### src/include/sleep_sub_pkg.sv
// Constants for the power-down and subtract execution block.
// Assumes a 14-bit instruction word and an 8-bit data path.
// Notes on behaviour
// RULE1: Power-down opcode halts core, stops oscillator, one cycle.
// RULE2: Power-down clears the power-down flag.
// RULE3: Power-down sets the expiry indicator.
// RULE4: Power-down clears watchdog counter and prescaler first.
// RULE5: Subtract computes file minus accumulator, one cycle.
// RULE6: Destination bit picks accumulator or file register.
// RULE7: Carry is inverted borrow after subtract.
// RULE8: Zero flag set when result is zero.
// RULE9: Nibble flag is inverted low-nibble borrow only.
// RULE10: Result and flags commit together, same edge.
package sleep_sub_pkg;

  localparam int unsigned DATA_W  = 8;
  localparam int unsigned INSTR_W = 14;
  localparam int unsigned FADDR_W = 7;
  localparam int unsigned RADDR_W = 2;
  localparam int unsigned NIB_W   = 4;

  // Instruction encodings and fields
  localparam logic [INSTR_W-1:0] OPC_POWER_DOWN = 14'h0063;
  localparam logic [5:0]         OPC_SUB_TOP    = 6'h02;
  localparam int unsigned        OPC_TOP_LSB    = 8;
  localparam int unsigned        DEST_BIT       = 7;

  // Register offsets on the plain port
  localparam logic [RADDR_W-1:0] REG_ACC    = 2'h0;
  localparam logic [RADDR_W-1:0] REG_STATUS = 2'h1;
  localparam logic [RADDR_W-1:0] REG_CORE   = 2'h2;
  localparam logic [RADDR_W-1:0] REG_WDOG   = 2'h3;

  // Status register bit positions
  localparam int unsigned ST_CARRY  = 0;
  localparam int unsigned ST_NIBBLE = 1;
  localparam int unsigned ST_ZERO   = 2;
  localparam int unsigned ST_PDOWN  = 3;
  localparam int unsigned ST_EXPIRY = 4;
  localparam int unsigned ST_W      = 5;

  // Core state register bit positions
  localparam int unsigned CORE_HALTED  = 0;
  localparam int unsigned CORE_OSC_RUN = 1;

  // Reset values
  localparam logic [DATA_W-1:0] ACC_RST    = 8'h00;
  localparam logic [ST_W-1:0]   STATUS_RST = 5'h18;

  // Watchdog defaults
  localparam int unsigned WDOG_PRE_W_DEF = 7;
  localparam int unsigned WDOG_CNT_W_DEF = 8;

  typedef enum logic [0:0] {
    CORE_RUN  = 1'b0,
    CORE_HALT = 1'b1
  } core_state_e;

endpackage

### src/core/sleep_and_subtract_exec.sv
// Execution of the power-down and subtract instructions.
// Assumes the decoder presents one instruction word per cycle with a
// valid strobe, and the register file returns the addressed byte in
// the same cycle and writes on the edge that ends the cycle.
`timescale 1ns/10ps
module sleep_and_subtract_exec
  import sleep_sub_pkg::*;
#(
  parameter int unsigned WDOG_PRE_W = WDOG_PRE_W_DEF,
  parameter int unsigned WDOG_CNT_W = WDOG_CNT_W_DEF
) (
  input  wire logic               clk_sys,
  input  wire logic               reset_n,
  // Instruction stream from the decoder
  input  wire logic               instr_valid,
  input  wire logic [INSTR_W-1:0] instr_word,
  output logic                    instr_ready,
  // Register file side
  output logic      [FADDR_W-1:0] file_addr,
  input  wire logic [DATA_W-1:0]  file_rdata,
  output logic                    file_we,
  output logic      [DATA_W-1:0]  file_wdata,
  // Power and watchdog
  input  wire logic               wake_in,
  output logic                    osc_run,
  output logic                    wdog_expired,
  // Accumulator and status as seen by the rest of the core
  output logic      [DATA_W-1:0]  acc_value,
  output logic      [ST_W-1:0]    status_value,
  // Software register port
  input  wire logic [RADDR_W-1:0] reg_addr,
  input  wire logic [DATA_W-1:0]  reg_wdata,
  input  wire logic               reg_write,
  input  wire logic               reg_read,
  output logic      [DATA_W-1:0]  reg_rdata
);

  initial begin
    if (WDOG_PRE_W < 1 || WDOG_CNT_W < 1 || WDOG_CNT_W > DATA_W) begin
      $error("watchdog widths out of range");
    end
  end

  // State registers
  core_state_e             state_q, state_d;
  logic [DATA_W-1:0]       acc_q, acc_d;
  logic [ST_W-1:0]         status_q, status_d;
  logic [WDOG_PRE_W-1:0]   pre_q, pre_d;
  logic [WDOG_CNT_W-1:0]   wdog_q, wdog_d;
  logic                    expired_q, expired_d;
  logic [DATA_W-1:0]       rdata_q, rdata_d;
  logic                    wake_meta_q, wake_sync_q;

  // Decode and arithmetic
  logic                    take_instr;
  logic                    is_power_down;
  logic                    is_subtract;
  logic                    dest_file;
  logic [DATA_W-1:0]       sub_diff;
  logic                    sub_carry;
  logic                    sub_nibble;
  logic                    sub_zero;
  logic                    pre_wrap;
  logic                    wdog_wrap;

  // Wake pin comes from outside the clock domain: two flops first
  always_ff @(posedge clk_sys or negedge reset_n) begin
    if (!reset_n) begin
      wake_meta_q <= 1'b0;
      wake_sync_q <= 1'b0;
    end else begin
      wake_meta_q <= wake_in;
      wake_sync_q <= wake_meta_q;
    end
  end

  // Nothing is taken while halted; the decoder must hold its word
  assign instr_ready   = (state_q == CORE_RUN);
  assign take_instr    = instr_valid && instr_ready;
  assign is_power_down = take_instr && (instr_word == OPC_POWER_DOWN);
  assign is_subtract   = take_instr &&
    (instr_word[INSTR_W-1:OPC_TOP_LSB] == OPC_SUB_TOP);
  assign dest_file     = instr_word[DEST_BIT];             // RULE6

  // File address follows the instruction word combinationally
  assign file_addr = instr_word[FADDR_W-1:0];              // RULE6

  sub_flags #(
    .WIDTH      (DATA_W)
  ) u_sub (
    .minuend    (file_rdata),
    .subtrahend (acc_q),
    .diff       (sub_diff),
    .carry_out  (sub_carry),
    .nibble_out (sub_nibble),
    .zero_out   (sub_zero)
  );

  // Write-back strobe lands on the same edge as the flag update, so
  // the next instruction sees file and flags agree
  assign file_we    = is_subtract && dest_file;            // RULE10
  assign file_wdata = sub_diff;

  // Run/halt control
  always_comb begin
    state_d = state_q;
    case (state_q)
      CORE_RUN: begin
        if (is_power_down) begin
          state_d = CORE_HALT;                             // RULE1
        end
      end
      CORE_HALT: begin
        if (wake_sync_q) begin
          state_d = CORE_RUN;
        end
      end
      default: begin
        state_d = CORE_RUN;
      end
    endcase
  end

  // Watchdog prescaler and counter keep ticking while halted, as a
  // watchdog running from its own source would
  assign pre_wrap  = (pre_q == '1);
  assign wdog_wrap = pre_wrap && (wdog_q == '1);

  always_comb begin
    pre_d     = pre_q + 1'b1;
    wdog_d    = pre_wrap ? wdog_q + 1'b1 : wdog_q;
    expired_d = wdog_wrap;
    if (is_power_down) begin
      pre_d     = '0;                                      // RULE4
      wdog_d    = '0;                                      // RULE4
      expired_d = 1'b0;
    end
  end

  // Accumulator and status: instruction results win over software
  // writes in the same cycle so no hardware update is lost
  always_comb begin
    acc_d    = acc_q;
    status_d = status_q;
    if (reg_write && reg_addr == REG_ACC) begin
      acc_d = reg_wdata;
    end
    if (reg_write && reg_addr == REG_STATUS) begin
      status_d = reg_wdata[ST_W-1:0];
    end
    if (wdog_wrap) begin
      status_d[ST_EXPIRY] = 1'b0;
    end
    if (is_subtract) begin
      if (!dest_file) begin
        acc_d = sub_diff;                                  // RULE6
      end
      status_d[ST_CARRY]  = sub_carry;                     // RULE7
      status_d[ST_NIBBLE] = sub_nibble;                    // RULE9
      status_d[ST_ZERO]   = sub_zero;                      // RULE8
    end
    if (is_power_down) begin
      status_d[ST_PDOWN]  = 1'b0;                          // RULE2
      status_d[ST_EXPIRY] = 1'b1;                          // RULE3
    end
  end

  // Read data appear the cycle after the strobe, zero otherwise
  always_comb begin
    rdata_d = '0;
    if (reg_read) begin
      case (reg_addr)
        REG_ACC: begin
          rdata_d = acc_q;
        end
        REG_STATUS: begin
          rdata_d[ST_W-1:0] = status_q;
        end
        REG_CORE: begin
          rdata_d[CORE_HALTED]  = (state_q == CORE_HALT);
          rdata_d[CORE_OSC_RUN] = (state_q == CORE_RUN);
        end
        REG_WDOG: begin
          rdata_d[WDOG_CNT_W-1:0] = wdog_q;
        end
        default: begin
          rdata_d = '0;
        end
      endcase
    end
  end

  // All state registers except the two wake synchroniser flops
  always_ff @(posedge clk_sys or negedge reset_n) begin
    if (!reset_n) begin
      state_q   <= CORE_RUN;
      acc_q     <= ACC_RST;
      status_q  <= STATUS_RST;
      pre_q     <= '0;
      wdog_q    <= '0;
      expired_q <= 1'b0;
      rdata_q   <= '0;
    end else begin
      state_q   <= state_d;
      acc_q     <= acc_d;
      status_q  <= status_d;
      pre_q     <= pre_d;
      wdog_q    <= wdog_d;
      expired_q <= expired_d;
      rdata_q   <= rdata_d;
    end
  end

  // Oscillator stops from the edge that commits the power-down
  assign osc_run      = (state_q == CORE_RUN);                 // RULE1
  assign wdog_expired = expired_q;
  assign acc_value    = acc_q;
  assign status_value = status_q;
  assign reg_rdata    = rdata_q;

endmodule

### src/core/sub_flags.sv
// Eight-bit subtractor with inverted-borrow flags.
// Assumes purely combinational use inside one instruction cycle.
`timescale 1ns/10ps
module sub_flags
  import sleep_sub_pkg::*;
#(
  parameter int unsigned WIDTH = DATA_W
) (
  input  wire logic [WIDTH-1:0] minuend,
  input  wire logic [WIDTH-1:0] subtrahend,
  output logic      [WIDTH-1:0] diff,
  output logic                  carry_out,
  output logic                  nibble_out,
  output logic                  zero_out
);

  initial begin
    if (WIDTH <= NIB_W) begin
      $error("sub_flags: WIDTH must exceed one nibble");
    end
  end

  logic [WIDTH:0] full_diff;
  logic [NIB_W:0] low_diff;

  // Two's complement: the extra top bit is the borrow out
  always_comb begin
    full_diff  = {1'b0, minuend} - {1'b0, subtrahend};
    low_diff   = {1'b0, minuend[NIB_W-1:0]} -
                 {1'b0, subtrahend[NIB_W-1:0]};
    diff       = full_diff[WIDTH-1:0];          // RULE5
    carry_out  = ~full_diff[WIDTH];             // RULE7
    nibble_out = ~low_diff[NIB_W];              // RULE9
    zero_out   = (full_diff[WIDTH-1:0] == '0);  // RULE8
  end

endmodule

### config.mk
export PLATFORM = sky130hd
export DESIGN_NAME = sleep_and_subtract_exec
export DESIGN_NICKNAME = d
export VERILOG_FILES = /design/src/include/sleep_sub_pkg.sv /design/src/core/sleep_and_subtract_exec.sv /design/src/core/sub_flags.sv
export SDC_FILE = /design/constraint.sdc
export NUM_CORES = 1
export LEC_CHECK = 0
export BUFFER_PORTS_ARGS = -buffer_cell sky130_fd_sc_hd__buf_2
export CAP_MARGIN = 30
export CORE_ASPECT_RATIO = 0.8
export CORE_MARGIN = 2
export CORE_UTILIZATION = 50
export DETAILED_ROUTE_END_ITERATION = 12
export PLACE_DENSITY = 0.84
export SYNTH_ARGS = -nofsm -noshare
export SYNTH_HDL_FRONTEND = slang
export SYNTH_SLANG_ARGS = --single-unit
export TNS_END_PERCENT = 20
### constraint.sdc
create_clock -name clk_sys -period 3.3 [get_ports clk_sys]
set_clock_uncertainty 0.15 [all_clocks]
set_input_delay 0.165 -clock clk_sys [delete_from_list [all_inputs] [get_ports clk_sys]]
set_output_delay 0.165 -clock clk_sys [all_outputs]
set_load 0.03 [all_outputs]
# Word-level counts from Yosys, hierarchy flattened
# Index checks and enable logic that the tools add are counted.
# Widths: inputs -> output; s select.
[word_totals]
reg_bits = 40
latch_bits = 0
ramBits = 0
mem_bits_ro = 0
input_bits = 38
output_inout_bits = 40
word_cells = 56
mem_count = 0
[op_classes]
n_addsub = 4
mul = 0
n_div = 0
magnitude_cmp = 0
n_eq_ne = 7
shifts = 0
muxes = 18
bitwise_logic = 3
reduce_logical = 13
[ops]
columns = ["cell", "n"]
rows = [
  ["$mux 8", 6],
  ["$eq 14x7->1 const B", 1],
  ["$pmux 3 s3", 1],
  ["$sub 8x8->9", 1],
  ["$add 8x1->8 const B", 1],
  ["$eq 8x8->1 const B", 1],
  ["$logic_not 8->1", 1],
  ["$pmux 2 s4", 1],
  ["$add 7x1->7 const B", 1],
  ["$eq 7x7->1 const B", 1],
  ["$logic_and 1x1->1", 7],
  ["$mux 7", 1],
  ["$eq 6x2->1 const B", 1],
  ["$pmux 3 s2", 1],
  ["$reduce_bool 2->1", 3],
  ["$mux 5", 1],
  ["$sub 4x4->5", 1],
  ["$eq 2x2->1 const B", 2],
  ["$mux 1", 4],
  ["$mux 3", 1],
  ["$not 1->1", 3],
  ["$reduce_bool 3->1", 1],
  ["$eq 2x1->1 const B", 1],
  ["$logic_not 2->1", 1],
  ["other kinds (2)", 2],
]

# Logic depth before layout (Yosys ltp)
# Gate-level depths: netlist of run 1.
[logic_depth]
word_depth = 5
ltp_mapped = 9
ltp_nobuf = 9

# Modules after synthesis
# From an unflattened synthesis of run 1, not the netlist that was laid out.
[hier_totals]
hier_cells = 241
hier_area_um2 = 2403.6
[modules_own_cells]
columns = ["module", "instances", "cells_each", "area_each_um2", "seq_area_each_um2"]
rows = [
  ["sleep_and_subtract_exec", 1, 189, 2018.2, 1003.5],
  ["sub_flags", 1, 52, 385.4, 0.0],
]

# Least setup slack after synthesis of run 1
# OpenSTA, ideal clock, no wires.
[synth_path]
path_type = "register -> register"
start = "register acc_q[0] (netlist: acc_value[0])"
end = "register status_q[2] (netlist: status_value[2])"
setup_ns = 0.094
arrival_ns = 2.509
required_ns = 3.056
path_slack_ns = 0.547
path_stages_with_launch = 7
path_buffers = 0
period_less_slack_ns = 2.753
path_cell_list = "dfrtp_1 ha_1 fa_1 xnor2_1 or4_1 o41a_1 a211oi_1"
[synth_between]
elab_chain_cells = 3
[synth_rtl]
columns = ["element", "line_no", "source"]
rows = [
  ["from (decl)", "sleep_and_subtract_exec.sv:46", "logic [DATA_W-1:0] acc_q, acc_d;"],
  ["from (signal assigned)", "sleep_and_subtract_exec.sv:197", "acc_q <= ACC_RST;"],
  ["from (signal assigned)", "sleep_and_subtract_exec.sv:205", "acc_q <= acc_d;"],
  ["$sub 8x8->9", "sub_flags.sv:28", "full_diff = {1'b0, minuend} - {1'b0, subtrahend};"],
  ["net file_wdata[2]", "sleep_and_subtract_exec.sv:22", "output logic [DATA_W-1:0] file_wdata,"],
  ["$logic_not 8->1", "sub_flags.sv:34", "zero_out = (full_diff[WIDTH-1:0] == '0);"],
  ["$mux 3", "sleep_and_subtract_exec.sv:154", "if (is_subtract) begin"],
  ["to (signal assigned)", "sleep_and_subtract_exec.sv:206", "status_q <= status_d;"],
  ["to (decl)", "sleep_and_subtract_exec.sv:47", "logic [ST_W-1:0] status_q, status_d;"],
]
# The timed path passes the listed nets, and every way through them passes these cells.
# A chain may end at the register's enable or synchronous reset.

# Worst setup path after layout of run 1
[layout_path]
start = "register acc_q[0] (netlist: acc_value[0])"
end = "output file_wdata[6]"
[layout_between]
elab_chain_cells = 1
[layout_rtl]
columns = ["element", "line_no"]
rows = [
  ["$sub 8x8->9", "sub_flags.sv:28"],
  ["to (decl)", "sleep_and_subtract_exec.sv:22"],
]
# Every way passes these cells.

==> results of run 1 <==
-- metal layers --
metal  share of wire, %  global-route usage, %
met1                 45                   33.6
met2                 48                   38.0
met3                6.3                   4.32
met4               0.91                   6.14
met5                  0                      0
-- worst min-delay path by stage --
stage,cells after the start,startpoint,end
after global placement,1,wake_in,wake_meta_q
after floorplan,0,reset_n,acc_value[0]
after global routing,3,reg_write,status_value[3]
after detailed placement,1,wake_in,wake_meta_q
final,3,reg_write,status_value[3]
after CTS,3,reg_write,status_value[3]
-- flip-flops by register name (all words and copies together) (netlist names), 5 cells and up --
register	cells
status_value	5
reg_rdata	8
acc_value	8
wdog_q	8
pre_q	7
-- logic make-up (layout without fill, tap and decap cells) --
kind of cell | Yosys count | in the layout | synth area share [%]
flip-flops | 40 | 40 | 43.5
AND/OR/NAND/NOR | 79 | 79 | 17.5
adder cells (fa/ha/maj) | 17 | 17 | 9.54
buffers and inverters | 31 | 104 | 6.34
AO/OA/AOI/OAI | 46 | 46 | 13.1
XOR/XNOR | 15 | 15 | 5.69
multiplexers | 10 | 10 | 4.39
-- report_power, final --
group	switching (mW)	internal [mW]
sequential	0.0637	0.557
combinational	0.396	0.203
clock	0.176	0.167
total	0.635	0.928
-- timing repair --
action / in CTS / in global routing
hold endpoints to repair: 41 / 0
setup endpoints to repair: 0 / 0
hold buffers: 4 / 0
-- critical path: cells and delay by family (launching register included) --
family,cells,cell delay [ns]
fa+ha+maj,2,0.65
compound gates,3,0.58
flops,1,0.42
buf+inv,1,0.26
simple gates,1,0.18
-- cell usage in the layout, fill, tap and decap left out, drive strengths merged, types with 2 or more instances in the layout --
cell,netlist,final
mux2i,9,9
nand4,2,2
and4,2,2
ha,16,16
a21oi,14,14
a222oi,5,5
xor2,10,10
and3,4,4
clkbuf,7,6
xnor2,5,5
or3,2,2
nor2,30,30
o21a,2,2
a22oi,3,3
and2,2,2
inv,15,15
nor2b,3,3
buf,9,77
dlygate4sd3,0,4
dfstp,2,2
nand2,19,19
dfrtp,38,38
nand2b,3,3
o21ai,10,10
a31oi,2,2
or4,2,2
a21o,4,4
clkinv,0,2
nand3,6,6
-- per-stage QoR --
| step | power (mW) | hold WS, ns | worst slack (ns) |
|---|---|---|---|
| 6_report | 1.56 | 0.0238 | 0.600 |
| 5_1_grt | 1.65 | 0.0121 | 0.463 |
| 4_1_cts | 1.56 | 0.0181 | 0.638 |
| 3_5_place_dp | 1.22 | 0.124 | 0.704 |
| 3_3_place_gp | 1.21 | 0.125 | 0.784 |
| 2_1_floorplan | 1.03 | -0.281 | 0.547 |
-- cell type report --
| type | instances | area (µm²) |
|---|---|---|
| Clock buffer | 6 | 82.6 |
| Clock inverter | 2 | 10.0 |
| Fill cell | 393 | 1700 |
| Inverter | 15 | 56.3 |
| Multi-Input combinational cell | 167 | 1160 |
| Sequential cell | 40 | 1000 |
| Tap cell | 60 | 75.1 |
| Timing Repair Buffer | 81 | 425 |
==> flow_metrics.env, run 1 <==
export IMPL_r2r_start="acc_value[2]"
export IMPL_finalCriticalPeriod_ns=2.70
export IMPL_clock_latency_ns=0.30
export IMPL_worstMarginPinSlew_ns=0.879
export IMPL_drive_gt1_share_pct=30.2
export IMPL_avgViaCountPerCell=5.39
export IMPL_num_vias=1998
export IMPL_critPathKind="flip-flop to primary output"
export IMPL_synth_cells=238
export IMPL_drtIter0Drc=287
export IMPL_syn_area_um2=2310
export IMPL_pin_count=78
export IMPL_first_pass_iters=4
export IMPL_grt_antenna_before_repair=0
export IMPL_cp_arrival_ns=2.39
export IMPL_ys_types=44
export IMPL_core_um2=4510
export IMPL_peakVddDrop_uv=273
export IMPL_crit_end="file_wdata[6]"
export IMPL_yosysSeqAreaShare_pct=43.5
export IMPL_r2r_end="status_value[2]"
export IMPL_wl_per_cell_um=15.6
export IMPL_place_hpwl_mm=4.31
export IMPL_die_y_um=64.8
export IMPL_drv_cap=0
export IMPL_row_count=22
export IMPL_async_reset_ff_share_pct=100
export IMPL_route_detailed_drc=0
export IMPL_max_clock_freq_mhz=370
export IMPL_numCtsBuffers=5
export IMPL_worstPathMaxFanout=4
export IMPL_finalMaxSlewViolations=0
export IMPL_hold_viol=0
export IMPL_cp_slowest_cell="dfrtp_1"
export IMPL_synth_avg_cell_area_um2=9.70
export IMPL_final_design_area_no_fill_um2=2810
export IMPL_status="finished, final reports clean"
export IMPL_synth_nets=293
export IMPL_synth_warnings=0
export IMPL_htree_num_levels=2
export IMPL_dpl_cell_count=359
export IMPL_post_cts_setup_buffers=0
export IMPL_area_growth_pct=21.8
export IMPL_cp_startpoint="acc_value[0]"
export IMPL_wl_mm=5.80
export IMPL_synth_largest_area_cell="dfrtp_1"
export IMPL_leakage_nw=1.48
export IMPL_yosys_area_top_type_share_pct=41.2
export IMPL_fin_crit_sh_pct=81.8
export IMPL_cts_resized=0
export IMPL_crit_path_end_kind="primary output"
export IMPL_path_clk_slew_ns=0.08
export IMPL_netlist_top_cells_area="dfrtp_1 (41%), ha_1 (8.7%), nor2_1 (4.9%)"
export IMPL_rsz0062_at_grt="no"
export IMPL_ant_nets=0
export IMPL_cp_start_kind="flip-flop"
export IMPL_pwr_density_cell_nw_per_um2=556
export IMPL_synth_flop_cell="dfrtp_1"
export IMPL_portBuffers=77
export IMPL_post_route_util_pct=62.3
export IMPL_grt_pass1_wl_mm=9.35
export IMPL_setup_violations_final=0
export IMPL_synth_most_common_cell="dfrtp_1"
export IMPL_cts_max_path_buffers=2
export IMPL_clock_root_buffer="clkbuf_8"
export IMPL_track_usage_pct=23.8
export IMPL_ys_ff_latch=40
export IMPL_nets=365
export IMPL_grt_pass1_vias=1927
export IMPL_dieWidth_um=80.0
export IMPL_reg2reg_slack_ns=0.73
export IMPL_synth_common_cells="dfrtp_1 (38), nor2_1 (30), nand2_1 (18)"
export IMPL_clkSinkCount=40
export IMPL_hold_class="input port to flip-flop"
export IMPL_grt_max_degree=41
export IMPL_cts_tree="yes"
export IMPL_dieArea_um2=5180
export IMPL_place_area_um2=2680
export IMPL_worstPathRequired_ns=2.98
export IMPL_grt_overflow=0
export IMPL_diodes=0
export IMPL_instances_no_fill=371
export IMPL_finalSetupTns_ns=0
export IMPL_synth_edf_count=0
export IMPL_crit_top_cell="a21oi_1"
export IMPL_crit_chain="ha_1 -> fa_1 -> nand2b_1 -> a21oi_1 -> o21ai_0 -> a21oi_1 -> buf_2"
export IMPL_reg2regPathDepth=8
export IMPL_place_gp_congestion=0.864
export IMPL_start_util_pct=51.1
export IMPL_slew_headroom_pct=41.4
export IMPL_critical_path_max_stage_delay_ns=0.42
No activity file was read; power rests on OpenSTA's default activity.
==> run 2: changes to the inputs <==
Clock period 3.3 ns to 2.7 ns, I/O delays scaled along.
==> run 2 against run 1 <==
Net effect: the run now ends with hold timing left; register-to-register slack got worse by 0.58 ns; combinational power increased by 25%; sequential share of layout area decreased by 0.55 points; worst hold slack got worse by 0.025 ns; cell area increased by 1.8%; sequential power increased by 23%; critical path depth increased by 1; non-clock buffer count increased by 4; clock power increased by 19%; global-route usage decreased by 0.26 points; wire length decreased by 2.0%; critical path type unchanged.
==> flow_metrics.env, run 2 (synthesis results as in run 1) <==
export IMPL_status="finished with violations"
export IMPL_violations="hold timing"
export IMPL_pin_count=78
export IMPL_drv_cap=0
export IMPL_peakVddDrop_uv=326
export IMPL_critical_path_max_stage_delay_ns=0.41
export IMPL_clock_root_buffer="clkbuf_8"
export IMPL_slew_headroom_pct=43.9
export IMPL_cp_arrival_ns=2.28
export IMPL_critPathKind="flip-flop to primary output"
export IMPL_rsz0062_at_grt="no"
export IMPL_drive_gt1_share_pct=31.1
export IMPL_grt_overflow=0
export IMPL_worstPathMaxFanout=4
export IMPL_crit_top_cell="a31oi_1"
export IMPL_final_common_cell="buf_2"
export IMPL_avgViaCountPerCell=5.61
export IMPL_core_um2=4510
export IMPL_clkSinkCount=40
export IMPL_nets=369
export IMPL_pwr_density_cell_nw_per_um2=671
export IMPL_crit_path_end_kind="primary output"
export IMPL_fin_hold_ws_ns=-0.00170
export IMPL_hold_viol=1
export IMPL_ant_nets=0
export IMPL_place_hpwl_mm=4.28
export IMPL_dieArea_um2=5180
export IMPL_worstPathRequired_ns=2.41
export IMPL_crit_family="compound AO/OA/AOI/OAI gates"
export IMPL_max_clock_freq_mhz=391
export IMPL_row_count=22
export IMPL_track_usage_pct=23.5
export IMPL_num_vias=2103
export IMPL_place_gp_congestion=0.881
export IMPL_critPathBufInv=2
export IMPL_grt_pass1_wl_mm=9.33
export IMPL_diodes=0
export IMPL_hold_class="input port to flip-flop"
export IMPL_wl_per_cell_um=15.2
export IMPL_portBuffers=77
export IMPL_path_clk_slew_ns=0.08
export IMPL_cts_max_path_buffers=2
export IMPL_post_cts_setup_buffers=0
export IMPL_drtIter0Drc=226
export IMPL_grt_max_degree=41
export IMPL_htree_num_levels=2
export IMPL_grt_antenna_before_repair=0
export IMPL_finalCriticalPeriod_ns=2.56
export IMPL_fin_crit_sh_pct=94.8
export IMPL_clock_latency_ns=0.30
export IMPL_crit_chain="inv_1 -> ha_1 -> a21o_1 -> a31oi_1 -> o21ai_1 -> a31oi_1 -> xnor2_1 -> buf_2"
export IMPL_worstMarginPinSlew_ns=0.842
export IMPL_die_y_um=64.8
export IMPL_grt_pass1_vias=1947
export IMPL_leakage_nw=1.50
export IMPL_cp_start_kind="flip-flop"
export IMPL_power_total_mw=1.92
export IMPL_area_growth_pct=24.0
export IMPL_place_area_um2=2700
export IMPL_first_pass_iters=5
export IMPL_finalSetupTns_ns=0
export IMPL_wl_mm=5.69
export IMPL_setup_violations_final=0
export IMPL_route_detailed_drc=0
export IMPL_dieWidth_um=80.0
export IMPL_start_util_pct=51.1
export IMPL_numCtsBuffers=5
export IMPL_finalMaxSlewViolations=0
export IMPL_post_route_util_pct=63.4
export IMPL_cts_tree="yes"
export IMPL_final_design_area_no_fill_um2=2860
export IMPL_final_cell_mix="buf_2 (77), dfrtp_1 (36), nor2_1 (30), nand2_1 (18), ha_1 (16)"
export IMPL_cp_slowest_cell="dfrtp_1"
run 2: changes by cell type in the layout (fill, tap and decap cells not counted), sizes merged:
cell | before | now
clkinv | 2 | 0
dlygate4sd3 | 4 | 7
buf | 77 | 78
clkbuf | 6 | 8
run 2: through the flow:
step                hold slack, ns  setup WS (ns)  std cells
global route                0.0218         0.0201        375
detailed placement          0.0947          0.153        360
global placement            0.0935          0.196        360
finish                    -0.00170          0.140        375
CTS                        0.00210          0.102        375
floorplan                   -0.311         0.0350        238
run 2: worst paths after layout:
check | start | endpoint | slack (ns) | cells after the start
max in group asynchronous | reset_n | acc_value[2] | 1.48 | 2
worst min register to register | wake_meta_q | wake_sync_q | 0.21 | 0
min in group asynchronous | reset_n | wake_meta_q | 0.33 | 2
worst max-delay path | acc_value[4] | file_wdata[7] | 0.14 | 8
worst min-delay path | reg_wdata[6] | acc_value[6] | -0.002 | 3
worst max register to register | acc_value[2] | status_value[2] | 0.15 | 8
run 2: report_power, final:
part | internal [mW] | total (mW) | switching [mW] | leakage (nW)
Clock | 0.208 | 0.407 | 0.198 | 0.0455
Sequential | 0.683 | 0.763 | 0.0803 | 0.502
Combinational | 0.259 | 0.750 | 0.491 | 0.948
Total | 1.15 | 1.92 | 0.770 | 1.50
run 2: layout make-up:
type	count	area, µm²
sequential	40	1010
multi-input combinational	167	1170
timing repair buffer	85	463
clock buffer	8	90.1
inverter	15	56.3
fill	390	1650
tap	60	75.1
run 2: worst reg2reg max path, cell delays in order (launching register included):
cell and delay [ns]:
dfrtp_2 0.40, inv_1 0.06, ha_1 0.36, a21oi_1 0.16, o21ai_0 0.11, xor2_1 0.17, or4_1 0.53, o41a_1 0.32
a211oi_1 0.20
run 2: per-layer routing:
metal,GRT usage [%],vias up,part of all wire [%]
met4,8.05,0,1.5
met2,38.0,112,47
li1,-,967,-
met1,31.8,1013,43
met5,0,-,0
met3,4.60,11,8.1
run 2: what timing repair did:
action,in CTS,in global routing
gates resized for setup,0,2
setup endpoints to repair,0,4
endpoints found under the hold margin,44,0
hold buffers,7,0
